`src/verilog/scru_pkg.sv`:
```
// Constants for the system clock ratio unit
`default_nettype none
package scru_pkg;
    // Multiplication field codes
    localparam logic [3:0] MulX2 = 4'h2;
    localparam logic [3:0] MulX5 = 4'h5;
    // Reset-config word low field positions
    localparam int SysMulLsb   = 0;
    localparam int CoreMulLsb  = 4;
    localparam int MemRatioPos = 11;
    localparam int LbRatioPos  = 12;
    localparam int RcwWidth    = 16;
    // Register offsets
    localparam logic [3:0] RegLbDivOfs = 4'h0;
    localparam logic [3:0] RegUnitOfs  = 4'h1;
    localparam logic [3:0] RegStatOfs  = 4'h2;
    localparam logic [3:0] RegCfgOfs   = 4'h3;
    // Reset values
    localparam logic [3:0] LbDivRst    = 4'h2;
    localparam logic [3:0] UnitDivRst  = 4'h1;
    localparam logic       UnitEnRst   = 1'b1;
    localparam logic [15:0] RcwHardRst = 16'h0502;
    // Clock rate
    localparam int RefClkMhz = 25;
    typedef enum logic [1:0] {ScruIdle, ScruLoad, ScruRun} scru_state_t;
endpackage
`default_nettype wire

```
`src/verilog/scru_top.sv`:
```
// System clock ratio unit: clock selection, ratio enables and control registers
// Behaviour
// - Host uses system input, agent peripheral clock
// - Host system input feeds divide-by-two sync
// - Divide-select picks undivided or halved sync
// - Bus clock equals sync times factors
// - Multiply codes 2..5 valid, others reserved
// - Multipliers loaded from reset config word
// - Memory clock ratio, halved for output
// - Memory data rate equals memory clock
// - Local-bus clock ratio, divided by field
// - Unit default ratio, software change or off
// - Host divide-select leaves bus ratio unchanged
//
// The register offsets and the strobed register port are this design's own decisions.
`default_nettype none
module scru_top
    import scru_pkg::*;
#(
    parameter int DivW = 4
)(
    // Clock and reset
    input  wire logic                       ref_clk,
    input  wire logic                       arst_n,
    // Configuration pins and reset word
    input  wire logic                       agentMode,
    input  wire logic                       inputDivideSelect,
    input  wire logic                       peripheralClockIn,
    input  wire logic                       useHardRcw,
    input  wire logic [scru_pkg::RcwWidth-1:0] resetConfigWordLow,
    // Register port
    input  wire logic [3:0]                 regAddr,
    input  wire logic [31:0]                regWrData,
    input  wire logic                       regWrite,
    input  wire logic                       regRead,
    output logic      [31:0]                regRdData,
    // Clock enables
    output logic                            syncOutEn,
    output logic                            busClkEn,
    output logic                            memClkEn,
    output logic                            memClkOut,
    output logic                            memDataEn,
    output logic                            localBusClkEn,
    output logic                            localBusClockOut,
    output logic                            unitClkEn,
    output logic                            configInvalid
);
    import scru_pkg::*;

    // ------------------------------------------------------------
    // Input synchronisers and reset-time capture
    // ------------------------------------------------------------
    logic [1:0] agentSync;
    logic [1:0] divSelSync;
    logic [1:0] pclkSync;
    logic       pclkPrev;
    scru_state_t stateQ;
    logic       agentQ;
    logic       divSelQ;
    logic [RcwWidth-1:0] rcwQ;
    logic       warmQ;

    always_ff @(posedge ref_clk or negedge arst_n)
        if (!arst_n)
        begin
            agentSync  <= 2'h0;
            divSelSync <= 2'h0;
            pclkSync   <= 2'h0;
            pclkPrev   <= 1'b0;
        end
        else
        begin
            agentSync  <= {agentSync[0], agentMode};
            divSelSync <= {divSelSync[0], inputDivideSelect};
            pclkSync   <= {pclkSync[0], peripheralClockIn};
            pclkPrev   <= pclkSync[1];
        end

    // Capture configuration once after reset release
    always_ff @(posedge ref_clk or negedge arst_n)
        if (!arst_n)
        begin
            stateQ  <= ScruIdle;
            agentQ  <= 1'b0;
            divSelQ <= 1'b0;
            rcwQ    <= '0;
            warmQ   <= 1'b0;
        end
        else
        begin
            case (stateQ)
                ScruIdle:
                begin
                    // Let both synchroniser stages fill before capture
                    warmQ <= 1'b1;
                    if (warmQ)
                        stateQ <= ScruLoad;
                end
                ScruLoad:
                begin
                    agentQ  <= agentSync[1];
                    divSelQ <= divSelSync[1];
                    rcwQ    <= useHardRcw ? RcwHardRst : resetConfigWordLow;
                    stateQ  <= ScruRun;
                end
                ScruRun: stateQ <= ScruRun;
                default: stateQ <= ScruIdle;
            endcase
        end

    logic       running;
    logic [3:0] sysMul;
    logic [6:0] coreMul;
    logic       memRatio;
    logic       lbRatio;
    logic       mulValid;
    assign running  = (stateQ == ScruRun);
    assign sysMul   = rcwQ[SysMulLsb +: 4];
    assign coreMul  = rcwQ[CoreMulLsb +: 7];
    assign memRatio = rcwQ[MemRatioPos];
    assign lbRatio  = rcwQ[LbRatioPos];
    assign mulValid = (sysMul >= MulX2) && (sysMul <= MulX5);

    // ------------------------------------------------------------
    // Primary clock tick and sync output
    // ------------------------------------------------------------
    // Host: ref_clk itself is the system input; agent: peripheral clock edges
    logic primTick;
    logic halfQ;
    logic syncTick;
    assign primTick = agentQ ? (pclkSync[1] & ~pclkPrev) : 1'b1;

    always_ff @(posedge ref_clk or negedge arst_n)
        if (!arst_n)
            halfQ <= 1'b0;
        else if (running && primTick)
            halfQ <= ~halfQ;

    // Low select halves the sync clock, high passes it undivided
    assign syncTick = running && primTick && (divSelQ || halfQ);

    always_ff @(posedge ref_clk or negedge arst_n)
        if (!arst_n)
            syncOutEn <= 1'b0;
        else
            syncOutEn <= syncTick;

    // ------------------------------------------------------------
    // Bus, memory and local-bus rate tracking
    // ------------------------------------------------------------
    // Bus ticks per sync tick = (1 + ~divSel) * mul; in host the sync
    // rate times that factor is the primary rate times mul alone.
    logic [4:0] busFactor;
    logic [4:0] busCredit;
    logic       busTick;
    assign busFactor = (agentQ && !divSelQ) ? {sysMul, 1'b0} : {1'b0, sysMul};
    assign busTick   = running && mulValid && (busCredit != 5'h0);

    always_ff @(posedge ref_clk or negedge arst_n)
        if (!arst_n)
            busCredit <= 5'h0;
        else if (!running || !mulValid)
            busCredit <= 5'h0;
        else if ((agentQ ? syncTick : primTick) && busCredit == 5'h0)
            busCredit <= busFactor;
        else if (busTick)
            busCredit <= busCredit - 5'h1;

    always_ff @(posedge ref_clk or negedge arst_n)
        if (!arst_n)
            busClkEn <= 1'b0;
        else
            busClkEn <= busTick;

    logic memTick;
    logic memPhaseQ;
    logic lbTick;
    assign memTick = busTick && (memRatio || memPhaseQ);
    assign lbTick  = busTick && (lbRatio  || memPhaseQ);

    always_ff @(posedge ref_clk or negedge arst_n)
        if (!arst_n)
            memPhaseQ <= 1'b0;
        else if (busTick)
            memPhaseQ <= ~memPhaseQ;

    always_ff @(posedge ref_clk or negedge arst_n)
        if (!arst_n)
        begin
            memClkEn  <= 1'b0;
            memDataEn <= 1'b0;
            memClkOut <= 1'b0;
        end
        else
        begin
            memClkEn  <= memTick;
            memDataEn <= memTick;
            if (memTick)
                memClkOut <= ~memClkOut;
        end

    // ------------------------------------------------------------
    // Registers
    // ------------------------------------------------------------
    logic [DivW-1:0] lbDivQ;
    logic [DivW-1:0] unitDivQ;
    logic            unitOnQ;

    always_ff @(posedge ref_clk or negedge arst_n)
        if (!arst_n)
        begin
            lbDivQ   <= DivW'(LbDivRst);
            unitDivQ <= DivW'(UnitDivRst);
            unitOnQ  <= UnitEnRst;
        end
        else if (regWrite)
        begin
            if (regAddr == RegLbDivOfs)
                lbDivQ <= regWrData[DivW-1:0];
            if (regAddr == RegUnitOfs)
            begin
                unitDivQ <= regWrData[DivW-1:0];
                unitOnQ  <= regWrData[8];
            end
        end

    always_ff @(posedge ref_clk or negedge arst_n)
        if (!arst_n)
            regRdData <= 32'h0;
        else if (regRead)
        begin
            case (regAddr)
                RegLbDivOfs: regRdData <= 32'(lbDivQ);
                RegUnitOfs:  regRdData <= {23'h0, unitOnQ, 8'(unitDivQ)};
                RegStatOfs:  regRdData <= {28'h0, running, ~mulValid, divSelQ, agentQ};
                RegCfgOfs:   regRdData <= {9'h0, coreMul, 16'(rcwQ)};
                default:     regRdData <= 32'h0;
            endcase
        end
        else
            regRdData <= 32'h0;

    // ------------------------------------------------------------
    // Local-bus divider and unit clock divider
    // ------------------------------------------------------------
    logic [DivW-1:0] lbCntQ;
    logic [DivW-1:0] unitCntQ;
    logic            lbWrap;
    logic            unitWrap;
    assign lbWrap   = lbTick && (lbCntQ + DivW'(1) >= lbDivQ);
    assign unitWrap = busTick && (unitCntQ + DivW'(1) >= unitDivQ);

    always_ff @(posedge ref_clk or negedge arst_n)
        if (!arst_n)
        begin
            lbCntQ           <= '0;
            localBusClkEn    <= 1'b0;
            localBusClockOut <= 1'b0;
        end
        else
        begin
            localBusClkEn <= lbTick;
            if (lbTick)
                lbCntQ <= lbWrap ? '0 : lbCntQ + DivW'(1);
            if (lbWrap)
                localBusClockOut <= ~localBusClockOut;
        end

    always_ff @(posedge ref_clk or negedge arst_n)
        if (!arst_n)
        begin
            unitCntQ  <= '0;
            unitClkEn <= 1'b0;
        end
        else
        begin
            if (busTick)
                unitCntQ <= unitWrap ? '0 : unitCntQ + DivW'(1);
            unitClkEn <= unitOnQ && unitWrap;
        end

    always_ff @(posedge ref_clk or negedge arst_n)
        if (!arst_n)
            configInvalid <= 1'b0;
        else
            configInvalid <= running && !mulValid;

    // ------------------------------------------------------------
    // Checks
    // ------------------------------------------------------------
    a_reserved_no_bus: assert property (@(posedge ref_clk) disable iff (!arst_n)
        (running && !mulValid) |=> !busClkEn)
        else $error("bus clock ran on reserved multiplier");

    a_reserved_flag: assert property (@(posedge ref_clk) disable iff (!arst_n)
        (running && (sysMul < MulX2)) |=> configInvalid)
        else $error("reserved code not flagged");

    a_host_primary: assert property (@(posedge ref_clk) disable iff (!arst_n)
        (running && !agentQ && mulValid && !busTick) |=> busTick)
        else $error("host primary tick missing");

    a_sync_halved: assert property (@(posedge ref_clk) disable iff (!arst_n)
        (running && !agentQ && !divSelQ && syncTick) |=> !syncTick)
        else $error("halved sync ran back to back");

    a_sync_half_div: assert property (@(posedge ref_clk) disable iff (!arst_n)
        (running && !agentQ && !divSelQ && !syncTick) |=> syncTick)
        else $error("divide by two sync missed");

    a_mem_data_rate: assert property (@(posedge ref_clk) disable iff (!arst_n)
        memDataEn == memClkEn)
        else $error("memory data rate differs from memory clock");

    a_mem_clk_toggle: assert property (@(posedge ref_clk) disable iff (!arst_n)
        memClkEn |-> (memClkOut != $past(memClkOut)))
        else $error("memory clock output did not toggle");

    a_unit_off: assert property (@(posedge ref_clk) disable iff (!arst_n)
        (!unitOnQ ##1 !unitOnQ) |-> !unitClkEn)
        else $error("unit clock ran while off");

    a_mem_ratio_one: assert property (@(posedge ref_clk) disable iff (!arst_n)
        (busTick && memRatio) |=> memClkEn)
        else $error("memory enable missed bus tick");

    a_lb_within_bus: assert property (@(posedge ref_clk) disable iff (!arst_n)
        localBusClkEn |-> busClkEn)
        else $error("local bus tick outside bus tick");

    a_host_sync_full: assert property (@(posedge ref_clk) disable iff (!arst_n)
        (running && !agentQ && divSelQ) |=> syncOutEn)
        else $error("undivided sync tick missing");

    a_cfg_held: assert property (@(posedge ref_clk) disable iff (!arst_n)
        running |=> $stable(rcwQ))
        else $error("reset config word changed while running");

    a_unit_full_rate: assert property (@(posedge ref_clk) disable iff (!arst_n)
        (unitOnQ && (unitDivQ == DivW'(1)) && busTick) |=> unitClkEn)
        else $error("unit clock missed bus tick at ratio one");

endmodule
`default_nettype wire

```
`config.mk`:
```
export PLATFORM = sky130hd
export DESIGN_NAME = scru_top
export DESIGN_NICKNAME = d
export VERILOG_FILES = /design/src/verilog/scru_pkg.sv /design/src/verilog/scru_top.sv
export SDC_FILE = /design/constraint.sdc
export NUM_CORES = 1
export LEC_CHECK = 0
export ABC_AREA = 1
export BUFFER_PORTS_ARGS = -buffer_cell sky130_fd_sc_hd__buf_4
export CORE_MARGIN = 1
export CORE_UTILIZATION = 47
export DETAILED_ROUTE_END_ITERATION = 10
export GPL_TIMING_DRIVEN = 0
export PLACE_DENSITY = 0.77
export SYNTH_ARGS = -nofsm -noshare
export SYNTH_HDL_FRONTEND = slang
export SYNTH_SLANG_ARGS = --single-unit
```
`constraint.sdc`:
```
create_clock -name ref_clk -period 2 [get_ports ref_clk]
set_input_delay 0.2 -clock ref_clk [delete_from_list [all_inputs] [get_ports ref_clk]]
set_output_delay 0.2 -clock ref_clk [all_outputs]
set_load 0.02 [all_outputs]
```
* After elaboration in Yosys (flattened, before gate mapping)
Cells that the tools add are included.
** Word-level totals
- Bits in registers :: 83
- Bits of input ports :: 60
- Output and inout port bits :: 41
- Word-level logic and storage cells :: 87
** Operators by class
- Add/subtract/negate cells :: 3
- Magnitude comparators :: 4
- Equal/unequal tests :: 6
- Muxes and demuxes :: 13
- Bitwise gates (word level) :: 7
- Reduce and logical (&&, ||, !) cells :: 28
** Operators by type and width (number)
- $pmux W23 S4 :: 1
- $mux W23 :: 1
- $mux W5 :: 4
- $mux W16 :: 1
- $logic_and A1 B1 Y1 :: 13
- $add A4 B1 Y4 const B :: 2
- $eq A4 B2 Y1 const B :: 2
- $ge A4 B4 Y1 :: 2
- $mux W4 :: 2
- $not A1 Y1 :: 6
- $logic_not A5 Y1 :: 1
- $reduce_bool A5 Y1 :: 1
- $sub A5 B1 Y5 const B :: 1
- $eq A4 B1 Y1 const B :: 1
- $ge A4 B2 Y1 const B :: 1
- $le A4 B3 Y1 const B :: 1
- $logic_not A4 Y1 :: 1
- $logic_or A1 B1 Y1 :: 4
- $pmux W2 S2 :: 1
- $reduce_and A2 Y1 :: 2
- $logic_not A1 Y1 :: 3
- $reduce_bool A3 Y1 :: 1
- $eq A2 B1 Y1 const B :: 1
- $eq A2 B2 Y1 const B :: 1
- 6 further kinds :: 7

* Longest topological paths before layout
Gate-level depths: netlist of the first run.
- Depth after elaboration :: 9
- Mapped depth :: 10
- Gate-level depth less buffers :: 10

* Least setup slack after synthesis of the first run
OpenSTA, ideal clock, no wires.
- Path type :: register -> register
- Start :: register unitCntQ[0]
- End :: register unitCntQ[0]
- Library setup time :: 0.119 ns
- Arrival :: 1.525 ns
- Data required time :: 1.881 ns
- Setup slack :: 0.356 ns
- Cell stages (with the launch flop) :: 9
- Cell sequence :: dfrtp_1 > ha_1 > ha_1 > inv_1 > o21bai_1 > nand3_1 > nand3_1 > nor2_4 > o21a_1
** Between the ends
- Word-level cells in the longest chain between the ends :: 4
** RTL lines
- start: declaration :: RTL line scru_top.sv:247 : logic [DivW-1:0] unitCntQ;
- start signal: assignment :: RTL line scru_top.sv:278 : unitCntQ <= unitWrap ? '0 : unitCntQ + DivW'(1);
- $add A4 B1 Y4 * :: RTL line scru_top.sv:251, scru_top.sv:278
- $ge A4 B4 Y1 :: RTL line scru_top.sv:251 : assign unitWrap = busTick && (unitCntQ + DivW'(1) >= unitDivQ);
- $logic_and A1 B1 Y1 :: RTL line scru_top.sv:251
- $mux W4 * :: RTL line scru_top.sv:278
Mark *: on every way between the ends. The rest lies on a longest branch, timed or not.
A chain may end at the register's enable or synchronous reset.

* Worst setup path in the final report of the first run
Ends and elaborated chain as after synthesis.

==> impl_results.md, run 1 <==
- R2r endpoint: unitCntQ[0]$_DFFE_PN0P_
- Net Sw Frac: 34.7%
- Post-CTS setup buffer count: 0
- Nets: 529
- CTS H-Tree Depth: 3
- Startpoint types: register
- Cell with the most instances after synthesis: dfrtp_1
- Pint: 2.97 mW
- Simple logic cell fraction of the synthesized area: 18.4%
- Slew Limit Fails: 0
- F_max: 0.552 GHz
- Via count: 2543
- Core Box Area: 7210 µm²
- Switching power: 1.57 mW
- Vias per cell: 4.56
- PD cells: 1050 nW/µm²
- Mapped Cells: 368
- Final hold violations: 21
- Final period utilization: 90.5%
- Cells after DPL: 539
- CP max stage delay: 440 ps
- Fin cells: 558
- Slowest cell on the critical path: dfrtp_1
- Met3 Routed Length: 229 µm
- Critical path class: reg -> reg
- Crit Path Max Fanout: 5
- CP Capture Point: unitCntQ[0]$_DFFE_PN0P_
- Initial core utilization: 48.2%
- Clock transition at path regs: 80 ps
- Yosys top cell by area: dfrtp_1
- Top cells by count, synth: dfrtp_1 (74), nand2_1 (72), inv_1 (52)
- Tot GR Track Use: 18.8%
- Root Buffer: clkbuf_8
- RePlAce Congestion: 0.793
- Dpl ws: 200 ps
- Iter 0 DRT Violations: 171
- Reg2Reg Setup Slack: 190 ps
- Yosys reg bits: 77
- Yosys warning total: 0
- RSZ-0062 raised after global routing: false
- # rows: 31
- Post-synth EDFFs: 0
- Final TNS setup: 0 ps
- CP startpoint: unitCntQ[0]$_DFFE_PN0P_
- Top cell type's share of synthesized area: 53.2%
- Number of global-route vias before repair: 2500
- Mean Syn Cell Area: 9.46 µm²
- Sink Count: 77
- Type of the most critical hold path: in -> async
- Inserted Clock Buffers: 9
- Grt ovf: 0
- Hold_ws: -17.7 ps
- Compound-Gate Fraction of Synth Area: 8.41%
- DR pass1 iterations: 5
- Post-Synth Adder-Cell Area: 5.39%
- Worst-margin pin slew: 912 ps
- Min Clock Period, post-route: 1810 ps
- Die Area: 7750 µm²
- Total length of routed met2 wires: 3330 µm
- Max_slew headroom: 39.2%
- Power share of the clock group: 23.4%
- CTS tree: built
- Synth unique cells: 36
- Register area share after synthesis: 55.5%
- Port-buffer cells: 64
- Leak Pwr: 2.32 nW
- Cell Chain, Critical Path: ha_1 > ha_1 > inv_1 > o21bai_1 > nand3_1 > nand3_1 > nor2_4 > o21a_1
- Routed WL: 6520 µm
- FF-to-FF path depth: 8
- R2r startpoint: unitCntQ[0]$_DFFE_PN0P_
- Largest family of logic cells by synthesized area: simple AND/OR/NAND/NOR gates
- Final worst setup slack: 190 ps
- Setup Skew: 11.8 ps
- Initial antenna violation count: 0
- Area contributors post-synth: dfrtp_1 (53%), nand2_1 (7.8%), inv_1 (5.6%)
- Max VDD drop: 0.000605 V
- Drt drc: 0
- Diodes inserted: 0
- Status: finished, violations left
- P&R area growth vs syn: 24.3%
- Crit. End Element: register
- Die X: 88.0 µm
- Failing checks: hold timing
- Sequential Power Share: 43.4%
- Arr. time, crit path: 2040 ps
- Clock latency on the worst-skew pair: 340 ps
- Routed len/inst: 11.7 µm
- Die H: 88.0 µm
- Max_cap viols: 0
- DR top layer: met4
- Most used DFF post-synth: dfrtp_1
- Final Setup Violations: 0
- Comb power frac: 33.2%
- Dpl hpwl: 4990 µm
- Post-synthesis xor/xnor area fraction: 2.27%
- Multiplexer share of the synthesized area: 0%
- Final core utilization: 60.0%
- Met1 WL: 2830 µm
- Layout cell share with drive strength beyond 1: 25.1%
- Largest net degree at the start of global routing: 78
- Post-DRT Antenna Nets: 0
- Post-Synthesis Cell Area: 3480 µm²
- Worst Path Required: 2230 ps
- Synth async-reset ratio: 100%
- First-pass GRT wire length: 10900 µm
- CTS Buffer Depth: 2
- Io pins: 101
==> state kept, by name (all words and copies together) (netlist names), 2 cells and up <==
register,count
agentSync,2
busCredit,5
divSelSync,2
lbCntQ,4
lbDivQ,4
pclkSync,2
rcwQ,16
regRdData,17
stateQ,2
unitCntQ,4
unitDivQ,4
==> final cells by class <==
type,count,area [µm²]
sequential,77,1930
fill,638,2890
inverter,55,209
clock inverter,1,5.00
buffer,20,138
tap,99,124
timing repair buffer,67,510
clock buffer,15,176
multi-input combinational,224,1230
==> cell families after synthesis <==
logic type | Yosys count
simple gates | 139
flops | 77
buf+inv | 75
compound gates | 52
fa+ha+maj | 15
xor+xnor | 9
other cells | 1
==> through the flow <==
stage / area, µm² / hold WS (ps) / power [mW]
after floorplan: 3510 / -95.6 / 3.07
after global placement: 4110 / 310 / 3.43
after detailed placement: 4110 / 311 / 3.51
after CTS: 4330 / 18.2 / 4.58
after global routing: 4330 / 62.2 / 4.87
final: 4330 / -17.7 / 4.54
==> cell usage in the layout (no fill, tap or decap), types with 8 or more instances in the layout <==
cell      instances
buf_4            80
dfrtp_1          74
nand2_1          72
inv_1            52
nor2_1           34
o21ai_0          28
nand3_1          15
ha_1             15
clkbuf_8         12
conb_1            9
o22ai_1           8
==> power groups by stage <==
stage,clock [mW],combinational (mW),sequential (mW)
finish,1.06,1.51,1.97
global route,1.16,1.72,2.00
CTS,1.09,1.52,1.97
detailed placement,0,1.51,2.00
global placement,0,1.44,1.99
floorplan,0,1.02,2.05
==> timing repair <==
item,4_1_cts,5_1_grt
resized for setup,0,0
hold buffers,3,0
endpoints found under the hold margin,3,0
==> per-layer routing <==
metal | track usage (%) | vias to the layer above
li1 | - | 1309
met1 | 23.2 | 1169
met2 | 31.4 | 53
met3 | 3.39 | 12
met4 | 9.97 | 0
met5 | 0 | -
==> how the worst min path moves through the flow <==
stage / cells past startpoint / to / slack [ps]
global placement: 1 / agentSync[0]$_DFF_PN0_ / 310
finish: 1 / busCredit[0]$_DFFE_PN0P_ / -20
CTS: 1 / unitCntQ[2]$_DFFE_PN0P_ / 20
floorplan: 0 / agentQ$_DFFE_PN0N_ / -100
detailed placement: 1 / divSelSync[0]$_DFF_PN0_ / 310
global route: 1 / unitCntQ[2]$_DFFE_PN0P_ / 60
==> critical path, delay by kind of cell (launching register included) <==
| kind | cells | cell delay, ps |
|---|---|---|
| adders and majority gates | 2 | 640 |
| DFF | 1 | 440 |
| and+or+nand+nor | 3 | 310 |
| AOI/OAI and AO/OA | 2 | 280 |
| buffers and inverters | 1 | 40 |
No activity file was read; power rests on OpenSTA's default activity.
==> inputs of run 2 (changes only) <==
- ABC_AREA: 1 -> not set
==> run 2 against run 1 <==
Net effect:
- the run still ends with hold timing left
- flip-flop and latch count unchanged
- first-iteration DRC count decreased by 32%
- non-clock buffer count is 6 higher
- count of clock-buffer cells in the layout fell by 3
- critical path type unchanged
- largest cell class unchanged
==> impl_results.md, run 2 <==
- Status: finished, violations left
- Failing checks: hold timing
- Total power: 5.09 mW (+12%)
- Max VDD drop: 0.000594 V (-1.9%)
- Diodes inserted: 0 (unchanged)
- Synth unique cells: 39 (+8.3%)
- Worst-margin pin slew: 947 ps (+34.8 ps)
- RePlAce Congestion: 0.788 (-0.57%)
- Yosys warning total: 0 (unchanged)
- Yosys top cell by area: dfrtp_1
- Largest family of logic cells by synthesized area: simple AND/OR/NAND/NOR gates
- PD cells: 1150 nW/µm² (+9.2%)
- Compound-Gate Fraction of Synth Area: 8.68% (+0.27 points)
- Type of the most critical hold path: in -> async
- Final hold violations: 11 (-48%)
- Vias per cell: 5.02 (+10%)
- Initial core utilization: 48.3% (+0.10 points)
- Max_cap viols: 0 (unchanged)
- First-pass GRT wire length: 11300 µm (+3.3%)
- Hold_ws: -10.8 ps (+6.93 ps)
- Leak Pwr: 2.15 nW (-7.3%)
- Largest net degree at the start of global routing: 78 (unchanged)
- Min Clock Period, post-route: 1910 ps (+104 ps)
- CTS Buffer Depth: 2 (unchanged)
- CTS tree: built
- Io pins: 101 (unchanged)
- Mapped Cells: 315 (-14%)
- Initial antenna violation count: 0 (unchanged)
- Grt ovf: 0 (unchanged)
- Clock transition at path regs: 80 ps (about the same)
- Die Area: 7770 µm² (+0.22%)
- Core Box Area: 7210 µm² (unchanged)
- Port-buffer cells: 62 (-3.1%)
- Dpl ws: -26.7 ps (-227 ps)
- Post-DRT Antenna Nets: 0 (unchanged)
- P&R area growth vs syn: 27.2%
- Arr. time, crit path: 2210 ps (+170 ps)
- Reg2Reg Setup Slack: 90 ps (-100 ps)
- Simple logic cell fraction of the synthesized area: 14.1% (-4.3 points)
- Crit Path Max Fanout: 4 (-1)
- Iter 0 DRT Violations: 117 (-32%)
- Final worst setup slack: 85.3 ps (-104 ps)
- Yosys reg bits: 77 (unchanged)
- Inserted Clock Buffers: 9 (unchanged)
- GR Layer Usage met3: 4.15% (+0.75 points)
- Mean Syn Cell Area: 11.1 µm² (+17%)
- Largest register FFs: 17 (unchanged)
- Busiest grt layer: met2
- Worst Path Required: 2300 ps (+70 ps)
- Cells after DPL: 484 (-10%)
- Post-Synthesis Cell Area: 3490 µm² (+0.22%)
- CTS H-Tree Depth: 3 (unchanged)
- Setup Skew: 9.83 ps (-2.02 ps)
- R2r startpoint: lbCntQ[0]$_DFFE_PN0P_
- F_max: 0.522 GHz (-5.4%)
- Startpoint types: register
- Biggest regs: regRdData (17), rcwQ (16), busCredit (5)
- Multiplexer share of the synthesized area: 5.78% (+5.8 points)
- Most frequent cells in the layout: buf_4 (80), dfrtp_1 (74), o21ai_0 (25)
- Drt drc: 0 (unchanged)
- CP startpoint: lbCntQ[0]$_DFFE_PN0P_
- Die X: 88.1 µm (+0.11%)
- Register area share after synthesis: 55.4% (-0.12 points)
- DR pass1 iterations: 4 (-1)
- Most common cell after layout, fill and taps aside: buf_4
- Dpl hpwl: 4990 µm (about the same)
- Area contributors post-synth: dfrtp_1 (53%), ha_1 (5.4%), o21ai_0 (4.0%)
- Global Route met1 Usage: 26.8% (+3.6 points)
- Post-synth EDFFs: 0 (unchanged)
- Fin cells: 505 (-9.5%)
- Final TNS setup: 0 ps (unchanged)
- Cell with the most instances after synthesis: dfrtp_1
- Reg with most FFs: regRdData
- Nets: 476 (-10%)
- Via count: 2536 (-0.28%)
- Die H: 88.1 µm (+0.11%)
- Synth async-reset ratio: 100% (unchanged)
- Max_slew headroom: 36.9% (-2.3 points)
- Sink Count: 77 (unchanged)
- Root Buffer: clkbuf_8
- Tot GR Track Use: 19.7% (+0.94 points)
- Top cell type's share of synthesized area: 53.1% (-0.11 points)
- Top cells by count, synth: dfrtp_1 (74), o21ai_0 (28), inv_1 (26)
- Post-synthesis xor/xnor area fraction: 2.76% (+0.50 points)
- Most used DFF post-synth: dfrtp_1
- Final Setup Violations: 0 (unchanged)
- Layout cell share with drive strength beyond 1: 32.5% (+7.5 points)
- Crit. End Element: register
- Post-Synth Adder-Cell Area: 5.38% (-0.012 points)
- Routed WL: 7220 µm (+11%)
- Routed len/inst: 14.3 µm (+22%)
- Slew Limit Fails: 0 (unchanged)
- Fillers: 605 (-5.2%)
- GRT met2 Usage: 31.0% (-0.42 points)
- Number of global-route vias before repair: 2374 (-5.0%)
- Critical path class: reg -> reg
- Final period utilization: 95.7% (+5.2 points)
- Clock latency on the worst-skew pair: 350 ps (about the same)
- # rows: 31 (unchanged)
-- run 2: cells by family after synthesis --
kind of cell | after synthesis
other cells | 1
simple gates | 91
buf+inv | 54
flops | 77
fa+ha+maj | 15
mux | 15
compound gates | 51
xor+xnor | 11
-- run 2: timing repair --
| action | 4_1_cts | 5_1_grt |
|---|---|---|
| setup buffers | 1 | 1 |
| hold buffers | 3 | 0 |
| endpoints found under the hold margin | 3 | 0 |
| resized for setup | 4 | 14 |
| pin swaps | 1 | 3 |
| endpoints found under the setup margin | 10 | 14 |
-- run 2: metrics by stage --
stage	util, %	area (µm²)
after floorplan	-	3520
final	61.5	4440
after CTS	60.7	4380
after global placement	56.9	4110
after detailed placement	56.9	4110
after global routing	61.5	4440
-- run 2: where the power goes --
part	switching [mW]	internal, mW
combinational	0.882	0.857
clock	0.553	0.767
sequential	0.201	1.83
total	1.64	3.45
-- run 2: cell type report --
class | instances | area (µm²) | share of cell area (%)
buffer | 26 | 165 | 3.72
clock buffer | 12 | 155 | 3.50
clock inverter | 4 | 70.1 | 1.58
inverter | 28 | 108 | 2.43
multi-input combinational | 192 | 1370 | 30.9
sequential | 77 | 1930 | 43.5
tap | 99 | 124 | 2.79
timing repair buffer | 67 | 510 | 11.5
-- run 2: worst paths after layout --
kind,endpoint,depth (start not counted)
max in group asynchronous,rcwQ[12]$_DFFE_PN0N_,1
setup reg to reg,lbCntQ[0]$_DFFE_PN0P_,8
setup / recovery,lbCntQ[0]$_DFFE_PN0P_,8
hold / removal,memDataEn$_DFF_PN0_,1
hold reg to reg,pclkSync[1]$_DFF_PN0_,0
min in group ref_clk,lbDivQ[3]$_DFFE_PN0P_,3
-- run 2: per-layer routing --
metal,share of wire [%],wire length [µm],vias up
met5,0,0,-
met4,1.7,126,0
met3,4.8,346,11
met2,50,3600,68
met1,44,3150,1245
li1,-,-,1212
-- run 2: worst max-delay path, cell delays in order, from the launching register on --
cell and delay [ps]:
dfrtp_1 410, ha_2 210, xor2_1 160, ha_1 270
or2_4 230, a21oi_2 160, a21oi_2 80, nor2_2 180
mux2_4 160
==> inputs of run 3 (changes only) <==
- REMOVE_ABC_BUFFERS: not set -> 1
- SETUP_SLACK_MARGIN: not set -> 0.2
==> run 3 against run 2 <==
Net effect:
- the flow still finishes with violations (hold timing)
- via count fell by 2.0%
- setup slack gained 14 ps
- clock power shrank 11%
- critical path depth unchanged
- sequential share of layout area shrank 0.12 points
- first-iteration DRC count grew 15%
- fmax rose by 0.75%
- register-to-register slack about the same
- combinational power rose by 22%
- design area increased by 0.34%
==> impl_results.md, run 3 (synthesized netlist as in run 2, its figures left out) <==
- Reg with most FFs: regRdData
- GR Layer Usage met3: 6.41% (+2.3 points)
- Most common cell on crit path: ha_4
- Status: finished, violations left
- Crit-path leading delay family: adder cells
- Crit. End Element: register
- GRT met2 Usage: 32.0% (+0.99 points)
- Die X: 88.1 µm (unchanged)
- Setup Skew: 8.68 ps (-1.15 ps)
- DR pass1 iterations: 6 (+2)
- PD cells: 1200 nW/µm² (+4.5%)
- Layout cell share with drive strength beyond 1: 36.6% (+4.1 points)
- Max_slew headroom: 37.1% (+0.23 points)
- Number of global-route vias before repair: 2441 (+2.8%)
- Grt ovf: 0 (unchanged)
- P&R area growth vs syn: 27.6%
- Initial core utilization: 48.3% (unchanged)
- RSZ-0062 raised after global routing: true
- Busiest grt layer: met2
- Slew Limit Fails: 0 (unchanged)
- Slowest cell on the critical path: dfrtp_2
- Most common cell after layout, fill and taps aside: buf_4
- Max VDD drop: 0.000486 V (-18%)
- # rows: 31 (unchanged)
- Leak Pwr: 2.11 nW (-1.9%)
- Final hold violations: 21 (+10)
- Global Route met1 Usage: 24.2% (-2.5 points)
- Cells after DPL: 460 (-5.0%)
- Fillers: 582 (-3.8%)
- Cell Chain, Critical Path: ha_4 > xor2_2 > ha_4 > nor3_4 > nor3_2 > buf_4 > o21ai_2 > a22o_1
- Port-buffer cells: 64 (+3.2%)
- Diodes inserted: 0 (unchanged)
- Final core utilization: 61.7% (+0.21 points)
- Biggest regs: regRdData (17), rcwQ (16), busCredit (5)
- Worst-margin pin slew: 944 ps (-3.48 ps)
- Most frequent cells in the layout: buf_4 (76), dfrtp_1 (73), inv_1 (25)
- Iter 0 DRT Violations: 135 (+15%)
- CTS H-Tree Depth: 3 (unchanged)
- Vias per cell: 5.05 (+0.62%)
- Hold_ws: -39.1 ps (-28.4 ps)
- Worst Path Required: 2250 ps (-50 ps)
- First-pass GRT wire length: 11300 µm (-0.31%)
- Min Clock Period, post-route: 1900 ps (-14.2 ps)
- Nets: 463 (-2.7%)
- Critical path class: reg -> reg
- Area of the multi-input gates: 1480 µm² (+7.5%)
- CP max stage delay: 440 ps (+30 ps)
- Final Setup Violations: 0 (unchanged)
- Sink Count: 77 (unchanged)
- Die H: 88.1 µm (unchanged)
- Fin cells: 492 (-2.6%)
- Clock transition at path regs: 80 ps (about the same)
- CTS Buffer Depth: 2 (unchanged)
- Routed len/inst: 14.4 µm (+0.87%)
- Crit Path Max Fanout: 3 (-1)
- Inserted Clock Buffers: 9 (unchanged)
- Die Area: 7770 µm² (unchanged)
- Core Box Area: 7210 µm² (unchanged)
- F_max: 0.526 GHz (+0.75%)
- Largest register FFs: 17 (unchanged)
- Post-DRT Antenna Nets: 0 (unchanged)
- Tot GR Track Use: 19.7% (about the same)
- Buffer and inverter count on the worst path: 1 (+1)
- CTS tree: built
- Arr. time, crit path: 2150 ps (-60 ps)
- Dpl hpwl: 4470 µm (-10%)
- Sequential cell area: 1930 µm² (about the same)
- Max_cap viols: 0 (unchanged)
- Via count: 2486 (-2.0%)
- Initial antenna violation count: 0 (unchanged)
- Final period utilization: 95.0% (-0.71 points)
- Routed WL: 7100 µm (-1.7%)
- Clock latency on the worst-skew pair: 360 ps (about the same)
- Final TNS setup: 0 ps (unchanged)
- Startpoint types: register
- Largest net degree at the start of global routing: 78 (unchanged)
- Drt drc: 0 (unchanged)
- Failing checks: hold timing
- Type of the most critical hold path: in -> async
- RePlAce Congestion: 0.815 (+3.4%)
- Io pins: 101 (unchanged)
- Root Buffer: clkbuf_8
==> run 3: cell types whose count changed in the layout (fill, tap and decap cells not counted), moves of 2 or more <==
cell,before,now
ha_1,13,7
clkbuf_1,10,0
o21ai_0,25,23
ha_4,1,4
o21ai_2,1,3
clkinv_4,0,2
ha_2,1,4
buf_4,80,76
==> run 3: final timing paths <==
check | start | end | slack (ps) | cells past startpoint
max | unitCntQ[0]$_DFFE_PN0P_ | unitCntQ[2]$_DFFE_PN0P_ | 100 | 8
min | arst_n | busCredit[2]$_DFFE_PN0P_ | -40 | 1
max reg2reg | unitCntQ[0]$_DFFE_PN0P_ | unitCntQ[2]$_DFFE_PN0P_ | 100 | 8
min reg2reg | agentSync[0]$_DFF_PN0_ | agentSync[1]$_DFF_PN0_ | 350 | 0
max in group asynchronous | arst_n | unitCntQ[0]$_DFFE_PN0P_ | 1350 | 1
min in group ref_clk | regWrData[2] | lbDivQ[2]$_DFFE_PN0P_ | 70 | 3
==> run 3: final cells by class <==
| cell class | count | area share [%] |
|---|---|---|
| sequential | 77 | 43.4 |
| multi-input combinational | 192 | 33.1 |
| timing repair buffer | 80 | 13.7 |
| clock buffer | 10 | 3.09 |
| tap | 99 | 2.78 |
| inverter | 28 | 2.42 |
| clock inverter | 6 | 1.41 |
==> run 3: routing by layer <==
metal  up-vias  part of all wire (%)
met1      1222                    42
met5         -                     0
li1       1182                     -
met2        71                    50
met4         0                   2.1
met3        11                   6.0
==> run 3: what timing repair did <==
item,CTS,global route
setup buffers,9,4
resized for setup,18,21
endpoints found under the hold margin,3,0
pin swaps,10,12
endpoints found under the setup margin,17,15
hold buffers,3,0
==> run 3: report_power, final <==
part	total (mW)	switching [mW]	internal (mW)
Combinational	2.12	1.01	1.11
Sequential	2.04	0.206	1.83
Clock	1.18	0.570	0.607
==> run 3: metrics by stage <==
stage | total power, mW | instance area (µm²) | hold slack (ps) | setup WS [ps]
final | 5.33 | 4450 | -39.1 | 99.6
after global routing | 5.67 | 4450 | 64.4 | 35.6
after CTS | 5.02 | 4330 | 24.7 | 151
after detailed placement | 3.45 | 3960 | 311 | -49.5
after global placement | 3.37 | 3960 | 311 | 38.2
after floorplan | 3.01 | 3350 | -95.6 | 151
